## src/rtl/urhd_pkg.sv

```systemverilog
// package: command codes, field layout and reset values of the root hub characteristic register
package urhd_pkg;

  // ==================================================================
  // command codes (read code has bit 7 clear, write code has it set)
  localparam logic [7:0] URHD_RD_DESC_A   = 8'h12;
  localparam logic [7:0] URHD_WR_DESC_A   = 8'h92;
  localparam logic [7:0] URHD_WR_DESC_B   = 8'h93;
  localparam logic [7:0] URHD_WR_STATUS   = 8'h94;
  localparam logic [7:0] URHD_WR_PORT1    = 8'h95;
  localparam logic [7:0] URHD_WR_PORT2    = 8'h96;

  // ==================================================================
  // field positions of the characteristic register
  localparam int unsigned URHD_WAIT_LSB   = 24;
  localparam int unsigned URHD_WAIT_MSB   = 31;
  localparam int unsigned URHD_NOOC_BIT   = 12;
  localparam int unsigned URHD_OCPP_BIT   = 11;
  localparam int unsigned URHD_CMPD_BIT   = 10;
  localparam int unsigned URHD_NOPS_BIT   = 9;
  localparam int unsigned URHD_PPPM_BIT   = 8;
  localparam int unsigned URHD_PCNT_LSB   = 0;
  localparam int unsigned URHD_PCNT_MSB   = 1;

  // ==================================================================
  // values after reset, constant field values and the writable-bit mask
  localparam logic [7:0]  URHD_WAIT_RST   = 8'hff;
  localparam logic        URHD_NOOC_RST   = 1'b0;
  localparam logic        URHD_PPPM_RST   = 1'b1;
  localparam logic        URHD_OCPP_RST   = URHD_PPPM_RST;
  localparam logic        URHD_NOPS_RST   = 1'b0;
  localparam logic        URHD_CMPD_VAL   = 1'b0;
  localparam logic [1:0]  URHD_PCNT_VAL   = 2'h2;
  localparam logic [31:0] URHD_WR_MASK    = 32'hff00_1b00;

  // ==================================================================
  // command port carriers
  typedef struct packed {
    logic        valid;
    logic [7:0]  code;
    logic [31:0] data;
  } urhd_cmd_type;

  typedef struct packed {
    logic        valid;
    logic [31:0] data;
  } urhd_rsp_type;

  // write grants toward the rest of the root hub
  typedef struct packed {
    logic        descB;
    logic        status;
    logic        port1;
    logic        port2;
  } urhd_grant_type;

endpackage : urhd_pkg

```

## src/rtl/urhd_regs.sv

```systemverilog
// root hub characteristic register A and write gating of the root hub register group
`timescale 1ns/1ps
// What this block does
// - every root hub register moves as one whole 32-bit word.
// - descriptor A and B writes are accepted in any host controller state.
// - hub status and port status writes are accepted in the operational state.
// - hub descriptors and hub address decode live in software, not here.
// - descriptor A is read with code 12 hex and written with 92 hex.
// - bits 31..24 hold the power good wait, reset all ones, 2 ms units.
// - bit 12 set means no overcurrent reporting, clear means reported.
// - bit 11 picks collective or per-port overcurrent reporting when enabled.
// - overcurrent per-port mode resets equal to per-port power mode, both one.
// - compound device flag at bit 10 is read only and reads zero.
// - bit 9 set means ports always powered, clear means power switched.
// - bit 8 picks global or per-port power switching when switching exists.
// - per-port power mode zero powers all ports together, one individually.
// - port count in bits 1..0 is read only, reads binary 10.
module urhd_regs
  import urhd_pkg::*;
(
  input  logic           mclk,
  input  logic           sys_rst,
  input  urhd_cmd_type   cmd,
  input  logic           operationalState,
  output urhd_rsp_type   rsp,
  output urhd_grant_type grant,
  output logic [7:0]     powerGoodWaitTime,
  output logic           overcurrentReportEn,
  output logic           overcurrentPerPort,
  output logic           portsAlwaysPowered,
  output logic           perPortPowerEn,
  output logic [1:0]     downstreamPortCount
);

  // ==================================================================
  // storage of the writable fields
  logic [7:0] waitTime_q;
  logic [7:0] waitTime_d;
  logic       noOcProtect_q;
  logic       noOcProtect_d;
  logic       ocPerPortMode_q;
  logic       ocPerPortMode_d;
  logic       noPowerSwitch_q;
  logic       noPowerSwitch_d;
  logic       perPortPower_q;
  logic       perPortPower_d;
  logic       wrA;
  logic       rdA;
  logic [31:0] regImage;

  // decode works on the whole word only; there are no byte lanes
  // only command codes are decoded; hub address decode stays with the driver
  assign wrA = cmd.valid && (cmd.code == URHD_WR_DESC_A);
  assign rdA = cmd.valid && (cmd.code == URHD_RD_DESC_A);

  // next values; read-only and reserved bits are never stored at all
  always_comb begin
    waitTime_d      = waitTime_q;
    noOcProtect_d   = noOcProtect_q;
    ocPerPortMode_d = ocPerPortMode_q;
    noPowerSwitch_d = noPowerSwitch_q;
    perPortPower_d  = perPortPower_q;
    if (wrA) begin
      waitTime_d      = cmd.data[URHD_WAIT_MSB:URHD_WAIT_LSB];
      noOcProtect_d   = cmd.data[URHD_NOOC_BIT];
      ocPerPortMode_d = cmd.data[URHD_OCPP_BIT];
      noPowerSwitch_d = cmd.data[URHD_NOPS_BIT];
      perPortPower_d  = cmd.data[URHD_PPPM_BIT];
    end
  end

  // register stage
  always_ff @(posedge mclk) begin
    if (sys_rst) begin
      waitTime_q      <= URHD_WAIT_RST;
      noOcProtect_q   <= URHD_NOOC_RST;
      ocPerPortMode_q <= URHD_OCPP_RST;
      noPowerSwitch_q <= URHD_NOPS_RST;
      perPortPower_q  <= URHD_PPPM_RST;
    end else begin
      waitTime_q      <= waitTime_d;
      noOcProtect_q   <= noOcProtect_d;
      ocPerPortMode_q <= ocPerPortMode_d;
      noPowerSwitch_q <= noPowerSwitch_d;
      perPortPower_q  <= perPortPower_d;
    end
  end

  // ==================================================================
  // read image: constant fields and zero reserved bits built in
  always_comb begin
    regImage                              = 32'h0000_0000;
    regImage[URHD_WAIT_MSB:URHD_WAIT_LSB] = waitTime_q;
    regImage[URHD_NOOC_BIT]               = noOcProtect_q;
    regImage[URHD_OCPP_BIT]               = ocPerPortMode_q;
    regImage[URHD_CMPD_BIT]               = URHD_CMPD_VAL;
    regImage[URHD_NOPS_BIT]               = noPowerSwitch_q;
    regImage[URHD_PPPM_BIT]               = perPortPower_q;
    regImage[URHD_PCNT_MSB:URHD_PCNT_LSB] = URHD_PCNT_VAL;
  end

  // ==================================================================
  // read answer: one cycle after the read code, held for one cycle
  urhd_rsp_type rsp_q;
  urhd_rsp_type rsp_d;

  always_comb begin
    rsp_d.valid = rdA;
    rsp_d.data  = rdA ? regImage : 32'h0000_0000;
  end

  always_ff @(posedge mclk) begin
    if (sys_rst) begin
      rsp_q <= '0;
    end else begin
      rsp_q <= rsp_d;
    end
  end

  assign rsp = rsp_q;

  // ==================================================================
  // write grants for the other root hub registers, one-cycle pulses;
  // status and port writes outside the operational state are dropped
  urhd_grant_type grant_q;
  urhd_grant_type grant_d;

  always_comb begin
    grant_d.descB  = cmd.valid && (cmd.code == URHD_WR_DESC_B);
    grant_d.status = cmd.valid && operationalState
                     && (cmd.code == URHD_WR_STATUS);
    grant_d.port1  = cmd.valid && operationalState
                     && (cmd.code == URHD_WR_PORT1);
    grant_d.port2  = cmd.valid && operationalState
                     && (cmd.code == URHD_WR_PORT2);
  end

  always_ff @(posedge mclk) begin
    if (sys_rst) begin
      grant_q <= '0;
    end else begin
      grant_q <= grant_d;
    end
  end

  assign grant = grant_q;

  // ==================================================================
  // decoded modes for port power and overcurrent logic; taken from the next
  // field values so that they switch on the same edge as the fields
  logic ocReportEn_q;
  logic ocReportEn_d;
  logic ocPerPort_q;
  logic ocPerPort_d;
  logic alwaysPowered_q;
  logic alwaysPowered_d;
  logic portPowerEn_q;
  logic portPowerEn_d;

  // per-port overcurrent means nothing without reporting, so it is masked here
  always_comb begin
    ocReportEn_d    = !noOcProtect_d;
    ocPerPort_d     = !noOcProtect_d && ocPerPortMode_d;
    alwaysPowered_d = noPowerSwitch_d;
    portPowerEn_d   = !noPowerSwitch_d && perPortPower_d;
  end

  // mode flops load the decode of the field reset values
  always_ff @(posedge mclk) begin
    if (sys_rst) begin
      ocReportEn_q    <= !URHD_NOOC_RST;
      ocPerPort_q     <= !URHD_NOOC_RST && URHD_OCPP_RST;
      alwaysPowered_q <= URHD_NOPS_RST;
      portPowerEn_q   <= !URHD_NOPS_RST && URHD_PPPM_RST;
    end else begin
      ocReportEn_q    <= ocReportEn_d;
      ocPerPort_q     <= ocPerPort_d;
      alwaysPowered_q <= alwaysPowered_d;
      portPowerEn_q   <= portPowerEn_d;
    end
  end

  assign powerGoodWaitTime   = waitTime_q;
  assign overcurrentReportEn = ocReportEn_q;
  assign overcurrentPerPort  = ocPerPort_q;
  assign portsAlwaysPowered  = alwaysPowered_q;
  assign perPortPowerEn      = portPowerEn_q;
  assign downstreamPortCount = URHD_PCNT_VAL;
endmodule : urhd_regs

```

## config.mk

```make
export PLATFORM = sky130hd
export DESIGN_NAME = urhd_regs
export DESIGN_NICKNAME = d
export VERILOG_FILES = /design/src/rtl/urhd_pkg.sv /design/src/rtl/urhd_regs.sv
export SDC_FILE = /design/constraint.sdc
export NUM_CORES = 1
export LEC_CHECK = 0
export ABC_AREA = 0
export BUFFER_PORTS_ARGS = -buffer_cell sky130_fd_sc_hd__buf_2
export CAP_MARGIN = 20
export CORE_MARGIN = 2
export CORE_UTILIZATION = 35
export DETAILED_ROUTE_END_ITERATION = 16
export GPL_ROUTABILITY_DRIVEN = 0
export PLACE_DENSITY = 0.76
export SLEW_MARGIN = 30
export SYNTH_ARGS = -nofsm -noshare
export SYNTH_HDL_FRONTEND = slang
export SYNTH_SLANG_ARGS = --single-unit
```

## constraint.sdc

```tcl
create_clock -name mclk -period 3.6 [get_ports mclk]
set_input_delay 0.36 -clock mclk [delete_from_list [all_inputs] [get_ports mclk]]
set_output_delay 0.36 -clock mclk [all_outputs]
set_load 0.02 [all_outputs]
```

* Word level (Yosys, flattened, before mapping)
Index checks and enable logic that the tools add are counted.
** Storage, ports and cells
- Flip-flop bits (word level) :: 52
- Latch bits :: 0
- Bits in writable memories :: 0
- ROM bits :: 0
- Input bits :: 44
- Output and inout bits :: 51
- Memories kept :: 0
** Operators by class
- Add/subtract/negate cells :: 0
- Multiply operators :: 0
- Divide/modulo/power cells :: 0
- Order comparisons :: 0
- Eq/ne operators :: 6
- Shift operators :: 0
- Muxes and demuxes :: 5
- Bitwise gates (word level) :: 1
- Reduce and logical (&&, ||, !) cells :: 12
** Operators with widths (number)
- $eq A8 B8 Y1 const B :: 5
- $logic_and A1 B1 Y1 :: 9
- $eq A8 B5 Y1 const B :: 1
- $mux W1 :: 4
- $logic_not A1 Y1 :: 2
- $mux W2 :: 1
- $reduce_or A2 Y1 :: 1
- $not A1 Y1 :: 1

* Longest topological paths before layout
Gate-level depths: netlist (run 1).
- Depth in word-level cells :: 5
- Depth in mapped cells :: 4
- Gate-level depth less buffers :: 3

* Worst setup path after synthesis (run 1)
Ideal clock, no wire load.
- Path type :: input to register
- Start :: input port cmd[38] (netlist bit)
- End :: register noOcProtect_q
- Setup time :: 0.123 ns
- Data arrival time :: 1.427 ns
- Setup slack :: 2.050 ns
- Stages on the path :: 3
- Cell sequence :: nand4bb_4 > nor4b_4 > mux2_1
** On the way
- Cells in the longest elaborated chain, start to end :: 3
** RTL lines
- from (decl) :: RTL line urhd_regs.sv:23 : input urhd_cmd_type cmd,
- $eq A8 B8 Y1 :: RTL line urhd_regs.sv:53 : assign wrA = cmd.valid && (cmd.code == URHD_WR_DESC_A);
- $logic_and A1 B1 Y1 :: RTL line urhd_regs.sv:53
- $mux W1 :: RTL line urhd_regs.sv:63 : if (wrA) begin
- to (signal assigned) :: RTL line urhd_regs.sv:82 : noOcProtect_q <= noOcProtect_d;
- to (decl) :: RTL line urhd_regs.sv:39 : logic noOcProtect_q;
No other way between the ends.
A chain may end at the register's enable or synchronous reset.

* Worst setup path after layout (run 1)
- Start :: input port cmd[38] (netlist bit)
- End :: register waitTime_q[5] (netlist: powerGoodWaitTime[5])
** On the way
- Cells in the longest elaborated chain, start to end :: 2
** RTL lines
- $eq A8 B8 Y1 :: RTL line urhd_regs.sv:53
- $logic_and A1 B1 Y1 :: RTL line urhd_regs.sv:53
- to (signal assigned) :: RTL line urhd_regs.sv:81 : waitTime_q <= waitTime_d;
- to (decl) :: RTL line urhd_regs.sv:37 : logic [7:0] waitTime_q;
No other way between the ends.

==> out/qor.txt, run 1 <==
CTS max path bufs -> 2
CTS tree -> built
CTS root buf -> clkbuf_8
I/O Buffers -> 53
Lkg Pwr -> 0.7518 nW
Max Clock Skew -> 3.147 ps
Ys async rst share -> 0%
Die Span Y -> 65.99 µm
# IOs -> 95
Clock-pin slew on the worst setup and hold paths -> 60 ps
Total core area -> 0.003689 mm²
Total setup buffers inserted after CTS -> 0
Worst slew pin tran -> 632.2 ps
Global route total overflow -> 0
WS Path Type -> in -> reg
DRC -> 0
Psw -> 0.1572 mW
Worst-path cell chain -> buf_2, nand4bb_4, nor4b_4, buf_4, mux2i_1
N_diodes -> 0
Cells after synthesis -> 132
Fillers -> 377
Slowest stage cell, crit path -> nor4b_4
Nets@finish -> 229
Cts bufs inserted -> 5
Number of synthesized flops with an enable pin -> 0
Synthesis-to-finish area growth -> 23.35%
Final setup viols -> 0
Seq/Total Area, Yosys -> 47.63%
Layout cells sized above 1 -> 34.59%
Max incr delay on CP -> 620 ps
Most used DFF post-synth -> dfxtp_1
Skew-Pair Late Insertion Delay -> 280 ps
Netlist cell types -> 24
Slew HR -> 57.54%
Critical Path End Type -> register
Crit path launch type -> input port
Synth warn -> 0
Die area -> 0.004355 mm²
Status -> finished clean
Peak VDD IR -> 0.1166 mV
Cell area after layout -> 0.001659 mm²
Pre-Repair DR Iteration Count -> 4
Switching share of power -> 22.51%
Clk pwr share -> 41.3%
WP buf/inv -> 2
CP required -> 3810 ps
Vias in the first global route -> 883
Pin count of the biggest net entering global routing -> 30
Fin. max-slew vios -> 0
H-tree levels -> 2
Cell family with most CP delay -> simple AND/OR/NAND/NOR gates
Row cnt -> 22
Starting Density -> 36.47%
Vias per inst -> 4.343
Sink Count -> 32
GRT Overall Usage -> 12.07%
Final wirelength -> 2.475 mm
Max Cap Viol -> 0
Crit path DAT -> 1840 ps
Worst Path Max Fanout -> 8
P_int -> 0.5411 mW
TNS Setup -> 0 ps
Post-CTS Hold Fix Bufs -> 0
Period utilisation layout -> 45.25%
DRT iter0 DRCs -> 41
Logic gate share of total power -> 7.9%
RSZ-0062 raised after global routing -> false
Minimum clock period after layout -> 1629 ps
Post-detail-place hpwl -> 1.831 mm
Final ANT Viol Nets -> 0
Average instance area after synthesis -> 10.19 µm²
Hold WS -> 334.5 ps
DP Area -> 0.001563 mm²
Reg power frac -> 50.8%
Die W -> 65.99 µm
CTS resizes -> 0
Fmax -> 613.9 MHz
Worst Hold Class -> in -> reg
Final Hold Fails -> 0
Initial antenna violation count -> 0
First-pass GRT wire length -> 3.746 mm
Wire per inst -> 10.62 µm
Number of synthesized register bits -> 32
Vias -> 1012
PwrDens -> 420.9 mW/mm²
Synth Cell Area -> 0.001345 mm²
==> cell usage after synthesis (2+ instances only) <==
master	count	share of area [%]
and2_1	12	5.6
a41oi_1	2	1.3
conb_1	2	0.56
clkbuf_1	3	0.84
nand3_1	2	0.74
dfxtp_1	32	48
o21ai_0	2	0.74
nor4bb_1	2	1.5
nor2_1	21	5.9
nand2b_1	5	2.3
nor2b_1	3	1.4
buf_4	23	13
mux2i_1	12	8.9
==> worst reg2reg max path, stage by stage (launching register included) <==
cell     delay, ps
dfxtp_1        310
nor2b_1        130
mux2_1         290
==> power groups by stage <==
| stage | clock, mW | sequential, mW | combinational, mW |
|---|---|---|---|
| detailed placement | 0 | 0.362 | 0.0549 |
| global route | 0.312 | 0.354 | 0.0597 |
| global placement | 0 | 0.362 | 0.0538 |
| floorplan | 0 | 0.363 | 0.0518 |
| finish | 0.288 | 0.355 | 0.0552 |
| CTS | 0.299 | 0.355 | 0.0551 |
==> path summary, 6_finish.rpt <==
check	start	end	slack [ps]	cells past startpoint
min	cmd[28]	powerGoodWaitTime[4]	330	3
max	cmd[38]	powerGoodWaitTime[5]	1970	5
max reg2reg	noOcProtect_q	noOcProtect_q	2760	2
min reg2reg	noOcProtect_q	rsp[12]	470	1
==> area by class of cell <==
class | count | area (µm²) | area share [%]
Tap cell | 48 | 60.06 | 3.620
Multi-Input combinational cell | 92 | 589.3 | 35.52
Clock buffer | 7 | 96.34 | 5.807
Sequential cell | 32 | 640.6 | 38.61
Timing Repair Buffer | 54 | 272.8 | 16.44
==> flip-flops by register name (all words and copies together), names as in the netlist <==
name and flops:
powerGoodWaitTime 8, overcurrentPerPort 1, rsp 13, portsAlwaysPowered 1, overcurrentReportEn 1, perPortPowerEn 1, grant 4, perPortPower_q 1
noOcProtect_q 1, ocPerPortMode_q 1
==> kinds of logic (layout without fill, tap and decap cells) <==
group,count (synthesis),after routing,share of synthesized area (%)
and+or+nand+nor,54,54,25.49
DFF,32,32,47.63
buffers and inverters,27,61,14.51
muxes,13,13,9.768
AOI/OAI and AO/OA,4,4,2.047
other,2,21,0.5583
==> metal layers <==
layer,share of wire (%),vias up,wire length [µm],track usage [%]
met1,39,460,971,11.16
met3,8.9,5,220,5.622
met2,50,50,1228,20.96
li1,-,497,-,-
met4,2.2,0,55,8.163
met5,0,-,0,0
==> cell usage in the layout (no fill, tap or decap), types with 2 or more instances in the layout <==
cell type,n
buf_2,53
dfxtp_1,32
nor2_1,21
conb_1,21
mux2i_1,12
and2_1,12
clkbuf_8,7
nand2b_1,5
nor2b_1,3
nand3_1,2
nor4bb_1,2
a41oi_1,2
o21ai_0,2
==> metrics by stage <==
stage,std cells,util (%),total power [mW],setup WS [ps]
3_3_place_gp,226,42.13,0.4163,1506
2_1_floorplan,151,-,0.4147,2050
3_5_place_dp,226,42.37,0.4174,1647
5_1_grt,233,44.98,0.7262,1866
6_report,233,44.98,0.6983,1971
4_1_cts,233,44.98,0.7085,1954
(Power assumes the default switching activity.)
==> run 2, diff against run 1 <==
- PLACE_DENSITY: 0.76 -> 0.79
- clock period: 3.6 -> 1.46 ns (I/O delays scaled with it)
==> run 2 against run 1 <==
Critical path depth unchanged. Cell count up 3.0%. Clock skew up 4.2 ps. Setup slack worse by 1600 ps. Clock-buffer cell count down 2. Clock power rose to 2.9 times the previous value. Highest routed layer unchanged. Total power rose to 2.7 times the previous value.
==> out/qor.txt, run 2 (synthesis gave the netlist of run 1 again) <==
Status -> finished clean
Wire per inst -> 11.03 µm
Die W -> 65.99 µm
Final wirelength -> 2.648 mm
Pwr Total -> 1.859 mW
DRT iter0 DRCs -> 45
H-tree levels -> 2
Worst-path cell chain -> buf_2, or4b_1, nor4_2, buf_4, and2_1
HP Start -> cmd[28]
Total setup buffers inserted after CTS -> 0
Vias in the first global route -> 903
Synthesis-to-finish area growth -> 27.16%
I/O Buffers -> 53
Crit path DAT -> 1360 ps
Commonest cells after routing, fill and taps aside -> buf_2, dfxtp_1, nor2_1, conb_1
Crit path launch -> cmd[34]
Clk pwr share -> 45.2%
Max Clock Skew -> 7.315 ps
Reg power frac -> 47.0%
Number of flip-flops in the largest register -> 13
Logic gate share of total power -> 7.8%
Vias -> 1025
Worst Path Max Fanout -> 12
Post-CTS Hold Fix Bufs -> 0
RR Startpoint -> noOcProtect_q
Clock-pin slew on the worst setup and hold paths -> 70 ps
N_diodes -> 0
Post-Route Utilization -> 46.37%
TNS Setup -> 0 ps
CTS tree -> built
P_int -> 1.426 mW
Skew-Pair Late Insertion Delay -> 290 ps
Slowest stage cell, crit path -> or4b_1
Peak VDD IR -> 0.3511 mV
Critical Path End Type -> register
Die Span Y -> 65.99 µm
Lkg Pwr -> 0.7823 nW
First-pass GRT wire length -> 3.981 mm
Starting Density -> 36.47%
Max Cap Viol -> 0
Global route total overflow -> 0
Psw -> 0.4333 mW
Cts bufs inserted -> 5
Switching share of power -> 23.30%
Nets@finish -> 235
Layout cells sized above 1 -> 36.98%
Worst Hold Class -> in -> reg
# IOs -> 95
DRC -> 0
Max incr delay on CP -> 530 ps
Fin. max-slew vios -> 0
Final ANT Viol Nets -> 0
GRT Overall Usage -> 12.62%
Post-detail-place hpwl -> 1.985 mm
Fillers -> 366
CP required -> 1690 ps
Die area -> 0.004355 mm²
Pin count of the biggest net entering global routing -> 17
PwrDens -> 1087 mW/mm²
CTS resizes -> 0
CTS root buf -> clkbuf_8
WP buf/inv -> 2
Initial antenna violation count -> 0
Worst reg2reg setup slack -> 610 ps
Sink Count -> 32
Cell family with most CP delay -> simple AND/OR/NAND/NOR gates
Minimum clock period after layout -> 1135 ps
Period utilisation layout -> 77.75%
Crit path launch type -> input port
Row cnt -> 22
WS Path Type -> in -> reg
Vias per inst -> 4.271
Total core area -> 0.003689 mm²
CTS max path bufs -> 2
Final setup viols -> 0
Fmax -> 880.9 MHz
RSZ-0062 raised after global routing -> false
Pre-Repair DR Iteration Count -> 4
Most common cell after layout, fill and taps aside -> buf_2
Final Hold Fails -> 0
==> run 2: final timing paths <==
path                          end  depth (start not counted)
min reg2reg               rsp[26]                          1
max reg2reg         noOcProtect_q                          2
min          powerGoodWaitTime[4]                          3
max                       rsp[12]                          5
==> run 2: through the flow <==
stage | instance area, µm² | hold slack (ps) | setup slack, ps | cells
2_1_floorplan | 1416 | 221.8 | 124.2 | 151
3_3_place_gp | 1599 | 404.3 | 26.05 | 232
3_5_place_dp | 1599 | 411.2 | 21.62 | 232
4_1_cts | 1710 | 112.1 | 309.9 | 240
5_1_grt | 1710 | 121.9 | 218.0 | 240
6_report | 1710 | 112.8 | 324.8 | 240
==> run 2: metal layers <==
layer	global-route usage, %	vias up	wire length [µm]
li1	-	509	-
met5	0	-	0
met2	20.58	45	1290
met3	5.281	6	219
met4	8.418	0	68
met1	13.21	465	1070
==> run 2: power by group through the flow <==
stage | registers, mW | clock network [mW] | logic (mW)
floorplan | 0.895 | 0 | 0.128
global placement | 0.894 | 0 | 0.141
detailed placement | 0.894 | 0 | 0.143
CTS | 0.874 | 0.854 | 0.144
global route | 0.873 | 0.896 | 0.156
finish | 0.874 | 0.840 | 0.145
==> run 2: layout make-up <==
class                      instances  area [µm²]  area share [%]
clock buffer                       5       68.82           4.023
tap                               48       60.06           3.511
multi-input combinational         92       580.6           33.94
clock inverter                     3       42.54           2.487
timing repair buffer              60       317.8           18.58
sequential                        32       640.6           37.45
==> run 2: worst min-delay path: stages <==
cell and delay [ps]:
buf_2 70, nor2_1 30, mux2i_1 110
==> run 3, diff against run 2 <==
- clock period: 1.46 -> 1 ns (I/O delays scaled with it)
==> run 3 against run 2 <==
The flow now finishes with violations (setup timing). Combinational power up 66%. Setup slack got worse by 400 ps. Via count up 3.0%. Total power grew 47%. Clock skew shrank 3.0 ps. Routed wire length increased by 5.6%. Critical path type unchanged. Largest power group unchanged.
==> out/qor.txt, run 3 (synthesis gave the netlist of run 1 again) <==
Pwr Total -> 2.725 mW
Most common cell after layout, fill and taps aside -> buf_2
Fillers -> 352
Lkg Pwr -> 0.8616 nW
WS Path Type -> in -> reg
Sink Count -> 32
Final wirelength -> 2.796 mm
Pre-Repair DR Iteration Count -> 3
I/O Buffers -> 53
Synthesis-to-finish area growth -> 37.77%
Number of flip-flops in the largest register -> 13
PwrDens -> 1470 mW/mm²
CP required -> 1230 ps
Post-detail-place hpwl -> 1.974 mm
Final setup viols -> 15
CTS tree -> built
Most common cell on crit path -> buf_6
Layout cells sized above 1 -> 42.65%
Area taken by multi-input logic gates -> 605.6 µm²
Slowest stage cell, crit path -> or4b_4
Cts bufs inserted -> 5
Starting Density -> 36.47%
Final Hold Fails -> 0
DRC -> 0
Final ANT Viol Nets -> 0
Max incr delay on CP -> 540 ps
Crit path launch type -> input port
CTS max path bufs -> 2
Minimum clock period after layout -> 1078 ps
Max Clock Skew -> 4.304 ps
Sequential Area -> 640.6 µm²
Post-CTS Hold Fix Bufs -> 0
Final cell count without fillers -> 252
Commonest cells after routing, fill and taps aside -> buf_2, dfxtp_1, nor2_1, conb_1, buf_4
GRT Overall Usage -> 12.73%
Status -> complete, but fails checks
Row cnt -> 22
Post-Route Utilization -> 50.24%
Worst Path Max Fanout -> 3
Worst Hold Class -> in -> reg
Fmax -> 928.0 MHz
Failing checks -> setup timing
Skew-Pair Late Insertion Delay -> 280 ps
# IOs -> 95
Final Worst Setup Slack -> -77.57 ps
N_diodes -> 0
Vias per inst -> 4.190
Fin. max-slew vios -> 0
RSZ-0062 raised after global routing -> true
Max Cap Viol -> 0
Die W -> 65.99 µm
Worst-path cell chain -> buf_6, or4b_4, nor4_4, buf_4, buf_6, and2_1
Crit path DAT -> 1310 ps
TNS Setup -> -606.1 ps
First-pass GRT wire length -> 4.071 mm
Total core area -> 0.003689 mm²
Vias in the first global route -> 965
H-tree levels -> 2
Pin count of the biggest net entering global routing -> 27
Die Span Y -> 65.99 µm
Clock-pin slew on the worst setup and hold paths -> 60 ps
Peak VDD IR -> 0.5701 mV
Critical Path End Type -> register
Vias -> 1056
Period utilisation layout -> 107.8%
Die area -> 0.004355 mm²
DRT iter0 DRCs -> 29
Global route total overflow -> 0
Placed cells -> 240
CTS root buf -> clkbuf_8
Wire per inst -> 11.10 µm
Initial antenna violation count -> 0
Nets@finish -> 247
## run 3: cell types whose count changed in the layout (fill, tap and decap cells not counted), moves of 2 or more
cell	previous run	this run
o21ai_1	0	2
buf_2	53	51
o21ai_0	2	0
buf_4	7	15
buf_6	0	5
## run 3: metrics by stage
stage	hold WS, ps	worst slack (ps)	cell area, µm²
after floorplan	175.8	-289.8	1416
after global placement	322.5	-360.3	1659
after detailed placement	326.2	-388.3	1659
after CTS	48.48	-77.39	1805
after global routing	54.73	-155.4	1853
final	61.57	-77.57	1853
## run 3: final cells by class
class,count,area share [%]
multi-input combinational,92,32.68
clock inverter,2,1.891
sequential,32,34.57
tap,48,3.241
timing repair buffer,72,23.70
clock buffer,6,3.916
## run 3: critical path, delay by kind of cell
family                 cells  cell delay (ps)
buffers and inverters      3              350
AND/OR/NAND/NOR            3              860
## run 3: worst paths after layout
kind | startpoint | endpoint | slack [ps] | depth (start not counted)
max reg2reg | noOcProtect_q | noOcProtect_q | 150 | 2
max | cmd[34] | rsp[9] | -80 | 6
min reg2reg | noOcProtect_q | rsp[12] | 480 | 1
min | sys_rst | grant[3] | 60 | 2
## run 3: repair_timing
| item | 4_1_cts | 5_1_grt |
|---|---|---|
| gates cloned | 1 | 1 |
| setup endpoints to repair | 22 | 28 |
| gates resized for setup | 6 | 9 |
| setup buffers | 1 | 1 |
| pin swaps | 2 | 2 |
## run 3: report_power, final
| group | switching [mW] | total, mW | internal, mW | leakage (nW) |
|---|---|---|---|---|
| Clock | 0.469 | 1.21 | 0.739 | 0.0552 |
| Sequential | 0.000608 | 1.28 | 1.28 | 0.258 |
| Combinational | 0.146 | 0.241 | 0.0943 | 0.548 |
## run 3: routing by layer
metal / global-route usage (%) / vias up / wire length (µm) / part of all wire (%)
li1: - / 534 / - / -
met5: 0 / - / 0 / 0
met3: 4.089 / 5 / 162 / 5.8
met2: 21.84 / 42 / 1403 / 50
met4: 8.418 / 0 / 70 / 2.5
met1: 13.21 / 475 / 1158 / 41
